--- config.mk ---
export PLATFORM = sky130hd
export DESIGN_NAME = mfg_pin_ctrl
export DESIGN_NICKNAME = d
export VERILOG_FILES = /design/src/rtl/mfg_pkg.sv /design/src/rtl/mfg_debounce.sv /design/src/rtl/mfg_out_sel.sv /design/src/rtl/mfg_pin_ctrl.sv
export VERILOG_INCLUDE_DIRS = /design/src /design/src/rtl
export SDC_FILE = /design/constraint.sdc
export NUM_CORES = 1
export LEC_CHECK = 0
export ABC_CLOCK_PERIOD_IN_PS = 3800
export BUFFER_PORTS_ARGS = -buffer_cell sky130_fd_sc_hd__buf_4
export CAP_MARGIN = 20
export CORE_ASPECT_RATIO = 0.6
export CORE_MARGIN = 8
export CORE_UTILIZATION = 50
export CTS_CLUSTER_DIAMETER = 120
export DETAILED_ROUTE_END_ITERATION = 8
export PLACE_DENSITY_LB_ADDON = 0.08
export SLEW_MARGIN = 5
export SYNTH_ARGS = -nofsm -noshare
export SYNTH_HDL_FRONTEND = slang
export SYNTH_SLANG_ARGS = --single-unit
--- constraint.sdc ---
create_clock -name clk -period 3.8 [get_ports clk]
set_input_delay 0.19 -clock clk [delete_from_list [all_inputs] [get_ports clk]]
set_output_delay 0.19 -clock clk [all_outputs]
set_load 0.005 [all_outputs]
--- src/rtl/mfg_defines.svh ---
// Purpose: Constants for the multifunction pin control block
// Assumes: 10 MHz clock, APB with 32-bit data
// Notes: Register indices map to byte address index * 4
`ifndef MFG_DEFINES_SVH
`define MFG_DEFINES_SVH

`define MFG_CLK_HZ 10_000_000
`define MFG_ADDR_W 18
// Register indices; byte address is four times the index
`define MFG_IDX_CTRL 16'h4043
`define MFG_IDX_DATA 16'h4080
`define MFG_IDX_IRQ_STAT 16'h4081
`define MFG_IDX_IRQ_MASK 16'h4082
// Control register reset value and writable bits
`define MFG_CTRL_RESET 16'hA400
`define MFG_CTRL_WMASK 16'hFE8F
// Pull field codes
`define MFG_PULL_NONE 2'h0
`define MFG_PULL_DOWN 2'h1
`define MFG_PULL_UP 2'h2
// Function codes with the long qualification period on input
`define MFG_FN_IN_LONG0 4'h0
`define MFG_FN_IN_LONG1 4'h4
`define MFG_FN_IN_LONG2 4'hE
`define MFG_FN_IN_LONG3 4'hF
// Debounce times in microseconds
`define MFG_DEB_SHORT_US 1000
`define MFG_DEB_LONG_US 30000
// External power clock frequency
`define MFG_EXT_CLK_HZ 2_000_000
// Interrupt status bit for a pin edge
`define MFG_IRQ_EDGE_BIT 0

`endif

--- src/rtl/mfg_pkg.sv ---
// Purpose: Types shared by the multifunction pin control block
// Assumes: Field layout as held in the control register
// Notes: Nothing here is imported; use mfg_pkg::name
package mfg_pkg;

    typedef struct packed {
        logic pin_direction;
        logic [1:0] pull_select;
        logic irq_edge_mode;
        logic pad_supply_select;
        logic pin_polarity;
        logic open_drain_select;
        logic rsvd8;
        logic pin_enable;
        logic [2:0] rsvd6_4;
        logic [3:0] pin_function_select;
    } mfg_ctrl_t;

    // Internal sources that may be routed out of the pin
    typedef struct packed {
        logic osc_32k;
        logic on_state;
        logic sleep_state;
        logic pwr_change;
        logic dvs1_done;
        logic dvs2_done;
        logic ext_pwr_en1;
        logic ext_pwr_en2;
        logic system_supply_good;
        logic converter_power_good;
        logic aux_reset;
    } mfg_out_src_t;

    // Pad controls going to the analogue cell
    typedef struct packed {
        logic pull_up_en;
        logic pull_down_en;
        logic supply_alt;
    } mfg_pad_cfg_t;

endpackage : mfg_pkg

--- src/rtl/mfg_debounce.sv ---
// Purpose: Qualifies a synchronised pin level over a selectable period
// Assumes: Input already passed a two-stage synchroniser
// Notes: A change must hold for the whole period to be accepted
`timescale 1ns/10ps
module mfg_debounce #(
    parameter int unsigned SHORT_CYC = 10000,
    parameter int unsigned LONG_CYC = 300000,
    parameter int unsigned CW = $clog2(LONG_CYC + 1)
) (
    input wire logic clk,
    input wire logic srst,
    input wire logic level_in,
    input wire logic long_sel,
    output logic level_q
);
    logic [CW-1:0] cnt_q;
    logic [CW-1:0] limit;

    assign limit = long_sel ? CW'(LONG_CYC - 1) : CW'(SHORT_CYC - 1);

    always_ff @(posedge clk)
    begin
        if (srst)
        begin
            cnt_q <= '0;
            level_q <= 1'b0;
        end
        else if (level_in == level_q)
        begin
            // A bounce restarts the qualification
            cnt_q <= '0;
        end
        else if (cnt_q >= limit)
        begin
            level_q <= level_in;
            cnt_q <= '0;
        end
        else
        begin
            cnt_q <= cnt_q + 1'b1;
        end
    end
endmodule : mfg_debounce

--- src/rtl/mfg_out_sel.sv ---
// Purpose: Picks the internal source that drives the pin as an output
// Assumes: Sources are levels on the block clock
// Notes: Reserved codes give a low level
`timescale 1ns/10ps
module mfg_out_sel (
    input wire logic [3:0] fn,
    input wire logic reg_level,
    input wire logic ext_clk,
    input wire mfg_pkg::mfg_out_src_t src,
    output logic level
);
    always_comb
    begin
        unique case (fn)
            4'h0: level = reg_level;
            4'h1: level = src.osc_32k;
            4'h2: level = src.on_state;
            4'h3: level = src.sleep_state;
            4'h4: level = src.pwr_change;
            4'h5, 4'h6, 4'h7: level = 1'b0;
            4'h8: level = src.dvs1_done;
            4'h9: level = src.dvs2_done;
            4'hA: level = src.ext_pwr_en1;
            4'hB: level = src.ext_pwr_en2;
            4'hC: level = src.system_supply_good;
            4'hD: level = src.converter_power_good;
            4'hE: level = ext_clk;
            4'hF: level = src.aux_reset;
        endcase
    end
endmodule : mfg_out_sel

--- src/rtl/mfg_pin_ctrl.sv ---
// Purpose: Control register and pin logic for one multifunction pin
// Assumes: APB slave, 10 MHz clock, synchronous active-high reset
// Notes: Function codes are meant for internal request blocks
`timescale 1ns/10ps
`include "mfg_defines.svh"
module mfg_pin_ctrl #(
    parameter int unsigned DEB_SHORT_CYC =
        `MFG_DEB_SHORT_US * (`MFG_CLK_HZ / 1_000_000),
    parameter int unsigned DEB_LONG_CYC =
        `MFG_DEB_LONG_US * (`MFG_CLK_HZ / 1_000_000)
) (
    input wire logic clk,
    input wire logic srst,
    input wire logic psel,
    input wire logic penable,
    input wire logic pwrite,
    input wire logic [`MFG_ADDR_W-1:0] paddr,
    input wire logic [31:0] pwdata,
    output logic [31:0] prdata,
    output logic pready,
    output logic pslverr,
    input wire logic pad_in,
    output logic pad_out,
    output logic pad_oe,
    output mfg_pkg::mfg_pad_cfg_t pad_cfg,
    input wire mfg_pkg::mfg_out_src_t out_src,
    output logic [15:0] in_func,
    output logic irq
);
    localparam int unsigned EXT_DIV = `MFG_CLK_HZ / `MFG_EXT_CLK_HZ;
    localparam logic [`MFG_ADDR_W-1:0] ADDR_CTRL =
        `MFG_ADDR_W'({`MFG_IDX_CTRL, 2'b00});
    localparam logic [`MFG_ADDR_W-1:0] ADDR_DATA =
        `MFG_ADDR_W'({`MFG_IDX_DATA, 2'b00});
    localparam logic [`MFG_ADDR_W-1:0] ADDR_STAT =
        `MFG_ADDR_W'({`MFG_IDX_IRQ_STAT, 2'b00});
    localparam logic [`MFG_ADDR_W-1:0] ADDR_MASK =
        `MFG_ADDR_W'({`MFG_IDX_IRQ_MASK, 2'b00});

    // Long qualification codes, valid only for the input table
    function automatic logic is_long_fn(input logic [3:0] fn);
        is_long_fn = (fn == `MFG_FN_IN_LONG0) || (fn == `MFG_FN_IN_LONG1) ||
            (fn == `MFG_FN_IN_LONG2) || (fn == `MFG_FN_IN_LONG3);
    endfunction : is_long_fn

    function automatic logic addr_known(input logic [`MFG_ADDR_W-1:0] a);
        addr_known = (a == ADDR_CTRL) || (a == ADDR_DATA) ||
            (a == ADDR_STAT) || (a == ADDR_MASK);
    endfunction : addr_known

    mfg_pkg::mfg_ctrl_t ctrl_q;
    logic out_level_q;
    logic irq_stat_q;
    logic irq_mask_q;
    logic [31:0] prdata_q;
    logic pready_q;
    logic pslverr_q;
    logic pad_sync1_q;
    logic pad_sync2_q;
    logic osc_sync1_q;
    logic osc_sync2_q;
    logic deb_level;
    logic deb_prev_q;
    logic [$clog2(EXT_DIV)-1:0] ext_cnt_q;
    logic ext_clk_q;
    logic pad_out_q;
    logic pad_oe_q;
    mfg_pkg::mfg_pad_cfg_t pad_cfg_q;
    logic [15:0] in_func_q;
    logic irq_q;
    logic sel_level;
    logic drive_level;
    logic act_level;
    logic act_prev;
    logic edge_evt;
    logic is_input;
    logic setup_ph;
    logic wr_acc;
    mfg_pkg::mfg_out_src_t src_sync;

    assign setup_ph = psel && !penable;
    assign wr_acc = psel && penable && pready_q && pwrite;
    assign is_input = ctrl_q.pin_direction;

    // Pad and oscillator are outside this clock domain
    always_ff @(posedge clk)
    begin
        if (srst)
        begin
            pad_sync1_q <= 1'b0;
            pad_sync2_q <= 1'b0;
            osc_sync1_q <= 1'b0;
            osc_sync2_q <= 1'b0;
        end
        else
        begin
            pad_sync1_q <= pad_in;
            pad_sync2_q <= pad_sync1_q;
            osc_sync1_q <= out_src.osc_32k;
            osc_sync2_q <= osc_sync1_q;
        end
    end

    mfg_debounce #(
        .SHORT_CYC(DEB_SHORT_CYC),
        .LONG_CYC(DEB_LONG_CYC)
    ) u_deb (
        .clk(clk),
        .srst(srst),
        .level_in(pad_sync2_q),
        .long_sel(is_input && is_long_fn(ctrl_q.pin_function_select)),
        .level_q(deb_level)
    );

    // Register accesses
    always_ff @(posedge clk)
    begin
        if (srst)
        begin
            ctrl_q <= `MFG_CTRL_RESET;
            out_level_q <= 1'b0;
            irq_mask_q <= 1'b0;
        end
        else if (wr_acc)
        begin
            if (paddr == ADDR_CTRL)
            begin
                ctrl_q <= pwdata[15:0] & `MFG_CTRL_WMASK;
            end
            if (paddr == ADDR_DATA)
            begin
                out_level_q <= pwdata[0];
            end
            if (paddr == ADDR_MASK)
            begin
                irq_mask_q <= pwdata[`MFG_IRQ_EDGE_BIT];
            end
        end
    end

    // No wait states: data and ready are set up in the setup cycle
    // Unmapped reads return zero so no stale word leaks out
    always_ff @(posedge clk)
    begin
        if (srst)
        begin
            pready_q <= 1'b0;
            pslverr_q <= 1'b0;
            prdata_q <= 32'h0000_0000;
        end
        else if (setup_ph)
        begin
            pready_q <= 1'b1;
            pslverr_q <= !addr_known(paddr);
            prdata_q <= 32'h0000_0000;
            if (!pwrite)
            begin
                unique case (paddr)
                    ADDR_CTRL: prdata_q <= {16'h0000, ctrl_q};
                    ADDR_DATA: prdata_q <= {29'h0000_0000, act_level,
                        deb_level, out_level_q};
                    ADDR_STAT: prdata_q <= {31'h0000_0000, irq_stat_q};
                    ADDR_MASK: prdata_q <= {31'h0000_0000, irq_mask_q};
                    default: prdata_q <= 32'h0000_0000;
                endcase
            end
        end
        else if (pready_q)
        begin
            pready_q <= 1'b0;
            pslverr_q <= 1'b0;
        end
    end

    assign prdata = prdata_q;
    assign pready = pready_q;
    assign pslverr = pslverr_q;

    // Logical level follows polarity; low-active pins read inverted
    assign act_level = ctrl_q.pin_polarity ? deb_level : !deb_level;
    assign act_prev = ctrl_q.pin_polarity ? deb_prev_q : !deb_prev_q;

    always_comb
    begin
        // Both-edge mode ignores polarity, so it watches the raw level
        if (ctrl_q.irq_edge_mode)
        begin
            edge_evt = deb_level != deb_prev_q;
        end
        else
        begin
            edge_evt = act_level && !act_prev;
        end
    end

    // A new edge wins over a write-one clear in the same cycle
    always_ff @(posedge clk)
    begin
        if (srst)
        begin
            deb_prev_q <= 1'b0;
            irq_stat_q <= 1'b0;
            irq_q <= 1'b0;
        end
        else
        begin
            deb_prev_q <= deb_level;
            if (edge_evt)
            begin
                irq_stat_q <= 1'b1;
            end
            else if (wr_acc && paddr == ADDR_STAT && pwdata[`MFG_IRQ_EDGE_BIT])
            begin
                irq_stat_q <= 1'b0;
            end
            irq_q <= irq_stat_q && irq_mask_q;
        end
    end

    assign irq = irq_q;

    // External power clock divider, low for the odd extra cycle
    always_ff @(posedge clk)
    begin
        if (srst)
        begin
            ext_cnt_q <= '0;
            ext_clk_q <= 1'b0;
        end
        else
        begin
            if (ext_cnt_q == ($clog2(EXT_DIV))'(EXT_DIV - 1))
            begin
                ext_cnt_q <= '0;
            end
            else
            begin
                ext_cnt_q <= ext_cnt_q + 1'b1;
            end
            ext_clk_q <= ext_cnt_q < ($clog2(EXT_DIV))'(EXT_DIV / 2);
        end
    end

    always_comb
    begin
        src_sync = out_src;
        src_sync.osc_32k = osc_sync2_q;
    end

    mfg_out_sel u_sel (
        .fn(ctrl_q.pin_function_select),
        .reg_level(out_level_q),
        .ext_clk(ext_clk_q),
        .src(src_sync),
        .level(sel_level)
    );

    // Output table applies only with direction set to output
    assign drive_level = ctrl_q.pin_polarity ? sel_level : !sel_level;

    always_ff @(posedge clk)
    begin
        if (srst)
        begin
            pad_out_q <= 1'b0;
            pad_oe_q <= 1'b0;
        end
        else if (!ctrl_q.pin_enable || is_input)
        begin
            // Tri-stated when disabled or used as an input
            pad_out_q <= 1'b0;
            pad_oe_q <= 1'b0;
        end
        else if (ctrl_q.open_drain_select)
        begin
            // Open drain only sinks; a high is left to the pull-up
            pad_out_q <= 1'b0;
            pad_oe_q <= !drive_level;
        end
        else
        begin
            pad_out_q <= drive_level;
            pad_oe_q <= 1'b1;
        end
    end

    assign pad_out = pad_out_q;
    assign pad_oe = pad_oe_q;

    // Reserved pull code leaves both resistors off
    always_ff @(posedge clk)
    begin
        if (srst)
        begin
            // Matches the pull-down reset value so the pad never floats at start
            pad_cfg_q.pull_up_en <= 1'b0;
            pad_cfg_q.pull_down_en <= 1'b1;
            pad_cfg_q.supply_alt <= 1'b0;
        end
        else
        begin
            pad_cfg_q.pull_up_en <= ctrl_q.pull_select == `MFG_PULL_UP;
            pad_cfg_q.pull_down_en <= ctrl_q.pull_select == `MFG_PULL_DOWN;
            pad_cfg_q.supply_alt <= ctrl_q.pad_supply_select;
        end
    end

    assign pad_cfg = pad_cfg_q;

    // Input table: one request line per function code
    // Lines are levels; the request blocks do their own edge handling
    always_ff @(posedge clk)
    begin
        if (srst)
        begin
            in_func_q <= 16'h0000;
        end
        else
        begin
            for (int k = 0; k < 16; k++)
            begin
                in_func_q[k] <= is_input && ctrl_q.pin_enable && act_level &&
                    (ctrl_q.pin_function_select == 4'(k));
            end
        end
    end

    assign in_func = in_func_q;

endmodule : mfg_pin_ctrl

==> impl_metrics.tcl <==
set metrics [dict create \
    outcome "complete, no violations" \
    p_per_area_mw_per_mm2 418.3 \
    nets 537 \
    syn_inst 381 \
    synth.most_common_cell "dfxtp_1" \
    num_rows 23 \
    antenna_left 0 \
    ys_seq_area_frac 0.4565 \
    yosysWarnings 0 \
    synth.distinct_cells 57 \
    hold_viol 0 \
    cp-start-kind "flip-flop" \
    synth_largest_area_cell "dfxtp_1" \
    min_delay_path_depth 2 \
    hold_path_class "in -> reg" \
    synthArstFlopShare 0 \
    clk_latency_ns 0.32 \
    grt_use_total 0.1697 \
    synth.cell_area_mm2 0.003508 \
    die_x_um 124.1 \
    fp.dieH_um 80.89 \
    slew_viol_final 0 \
    route.detailed.drc 0 \
    clk_path_buf_depth 2 \
    worstPathMaxFanout 19 \
    ir_worst_vdd_mv 0.2425 \
    finalSetupTns_ns 0 \
    antenna_found_initial 0 \
    globalplace.congestion 0.7921 \
    postCtsSetupBuffers 0 \
    period_minus_slack_ns 3.276 \
    min_period_over_period 0.8622 \
    grt_start_max_net_pins 44 \
    antenna_cells 0 \
    ios 123 \
    synth_common_cells "dfxtp_1, nor2_1, buf_4" \
    syn_avg_cell_area_um2 9.208 \
    timing.hold.ws_ns 0.08460 \
    reg2reg_depth 9 \
    cts_tree "built" \
    grt_first_pass_wirelength_um 13490 \
    die-area_mm2 0.01004 \
    p_leak_nw 1.883 \
    drtPass1Iterations 4 \
    root_buffer "clkbuf_16" \
    path_clk_slew_ns 0.06 \
    synth_top_area_frac 0.4565 \
    holdBufCountCts 0 \
    wl_um 8576 \
    drtIter0Drc 174 \
    tightest_slew_ns 1.059 \
    io_buffers 82 \
    dr_total_vias 2842 \
    rsz0062_at_grt "false" \
    required_ns 3.98 \
    path_class "reg -> reg" \
    finalClockSkew_ns 0.007576 \
    synth_edf_count 0 \
    endpoint_kind "flip-flop" \
    grt_pass1_vias 2739 \
    layout-area-overhead-vs-synth_pct 25.46 \
    place_hpwl_um 6519 \
    htreeDepth 3 \
    numCtsBuffers 9 \
    core_mm2 0.006734 \
    max_freq_mhz 305.2 \
    grt_overflow_total 0 \
    viasPerCell 5.167 \
    finalSetupViolCount 0 \
    synthTopCellsByArea "dfxtp_1, nor2_1, buf_4, ha_1, mux2i_1" \
    floorplan.initialDensity 0.5210 \
    timing.slew.headroom 0.2878 \
    yosys_register_bits 80 \
    wl_per_cell_um 15.59 \
    synthFlopType "dfxtp_1" \
    cts_sinks 80 \
    post_cts_resized 0 \
    drive_gt1_frac 0.2333 \
    arrival_ns 3.46 \
    maxCapViolCount 0 \
]
## critical path, stage by stage, from the launching register on
cell       delay (ns)
dfxtp_1          0.42
or2_2            0.41
o21ai_0          0.16
nand2_1          0.22
ha_1             0.38
nand4bb_1        0.16
or4_1            0.54
o211ai_1         0.15
a2111o_1         0.57
nor2_1           0.12
## power by group
| part | internal (mW) | total [mW] | switching [mW] |
|---|---|---|---|
| registers | 0.846 | 0.850 | 0.00365 |
| clock network | 0.589 | 0.910 | 0.321 |
| logic | 0.0424 | 0.0812 | 0.0387 |
## cell families (layout without fill, tap and decap cells)
| kind of cell | Yosys count | in the layout | share of synthesized area |
|---|---|---|---|
| and+or+nand+nor | 164 | 164 | 0.2411 |
| DFF | 80 | 80 | 0.4565 |
| AOI/OAI and AO/OA | 49 | 49 | 0.1013 |
| buffers and inverters | 44 | 107 | 0.07525 |
| xor gates and xnor gates | 18 | 18 | 0.04494 |
| muxes | 14 | 14 | 0.04066 |
| adders and majority gates | 11 | 11 | 0.03923 |
| other | 1 | 20 | 0.001069 |
## state kept, by name (all words and copies together) (netlist names), 3 cells and up
register	cells
ext_cnt_q	3
in_func	16
ctrl_q	11
prdata	12
pad_cfg	3
u_deb.cnt_q	19
## cells in the final DEF (no fill, tap or decap), types with 4 or more instances in the layout
| cell | Yosys | routed |
|---|---|---|
| buf_4 | 20 | 83 |
| dfxtp_1 | 80 | 80 |
| nor2_1 | 71 | 71 |
| conb_1 | 1 | 20 |
| nand2_1 | 17 | 17 |
| xor2_1 | 13 | 13 |
| mux2i_1 | 12 | 12 |
| ha_1 | 11 | 11 |
| nand3_1 | 10 | 10 |
| nor2b_1 | 10 | 10 |
| inv_1 | 9 | 9 |
| a22oi_1 | 9 | 9 |
| clkbuf_16 | 0 | 9 |
| a21oi_1 | 8 | 8 |
| nand2b_1 | 7 | 7 |
| nand4_1 | 7 | 7 |
| and3_1 | 6 | 6 |
| o21ai_0 | 5 | 5 |
| nor4_1 | 5 | 5 |
| nor3_1 | 5 | 5 |
| xnor2_1 | 5 | 5 |
| or3_1 | 4 | 4 |
| a211o_1 | 4 | 4 |
| nand3b_1 | 4 | 4 |
## metal layers
layer  GRT usage  part of all wire  vias up  wire, um
met5           0                 0        -         0
met4     0.03542            0.0015        0        13
met3     0.06782              0.13        2      1081
met2      0.2414              0.40      102      3403
met1      0.2363              0.48     1302      4077
li1            -                 -     1436         -
## through the flow
stage / util / total power, mW / area [um2] / setup slack (ns) / instances
floorplan: - / 0.9142 / 3580 / 1.182 / 400
global placement: 0.6061 / 0.9457 / 4081 / 0.6099 / 535
detailed placement: 0.6061 / 0.9486 / 4081 / 0.4829 / 535
CTS: 0.6537 / 1.859 / 4402 / 0.4844 / 550
global route: 0.6537 / 1.906 / 4402 / 0.2628 / 550
finish: 0.6537 / 1.841 / 4402 / 0.5236 / 550
## layout make-up
cell class,count,area (um2)
Clock inverter,5,81.33
Timing Repair Buffer,83,623.1
Fill cell,559,2332
Inverter,9,33.78
Clock buffer,10,239.0
Multi-Input combinational cell,276,1714
Sequential cell,80,1602
Tap cell,87,108.9
## final timing paths
path	from	to	slack, ns
setup / recovery	ctrl_q[0]$_SDFFE_PP0P_	u_deb.cnt_q[10]$_SDFF_PP0_	0.52
hold / removal	out_src[10]	osc_sync1_q$_SDFF_PP0_	0.08
setup reg to reg	ctrl_q[0]$_SDFFE_PP0P_	u_deb.cnt_q[10]$_SDFF_PP0_	0.52
hold reg to reg	osc_sync1_q$_SDFF_PP0_	osc_sync2_q$_SDFF_PP0_	0.43
Note: power is estimated with default switching activity, not from simulation.
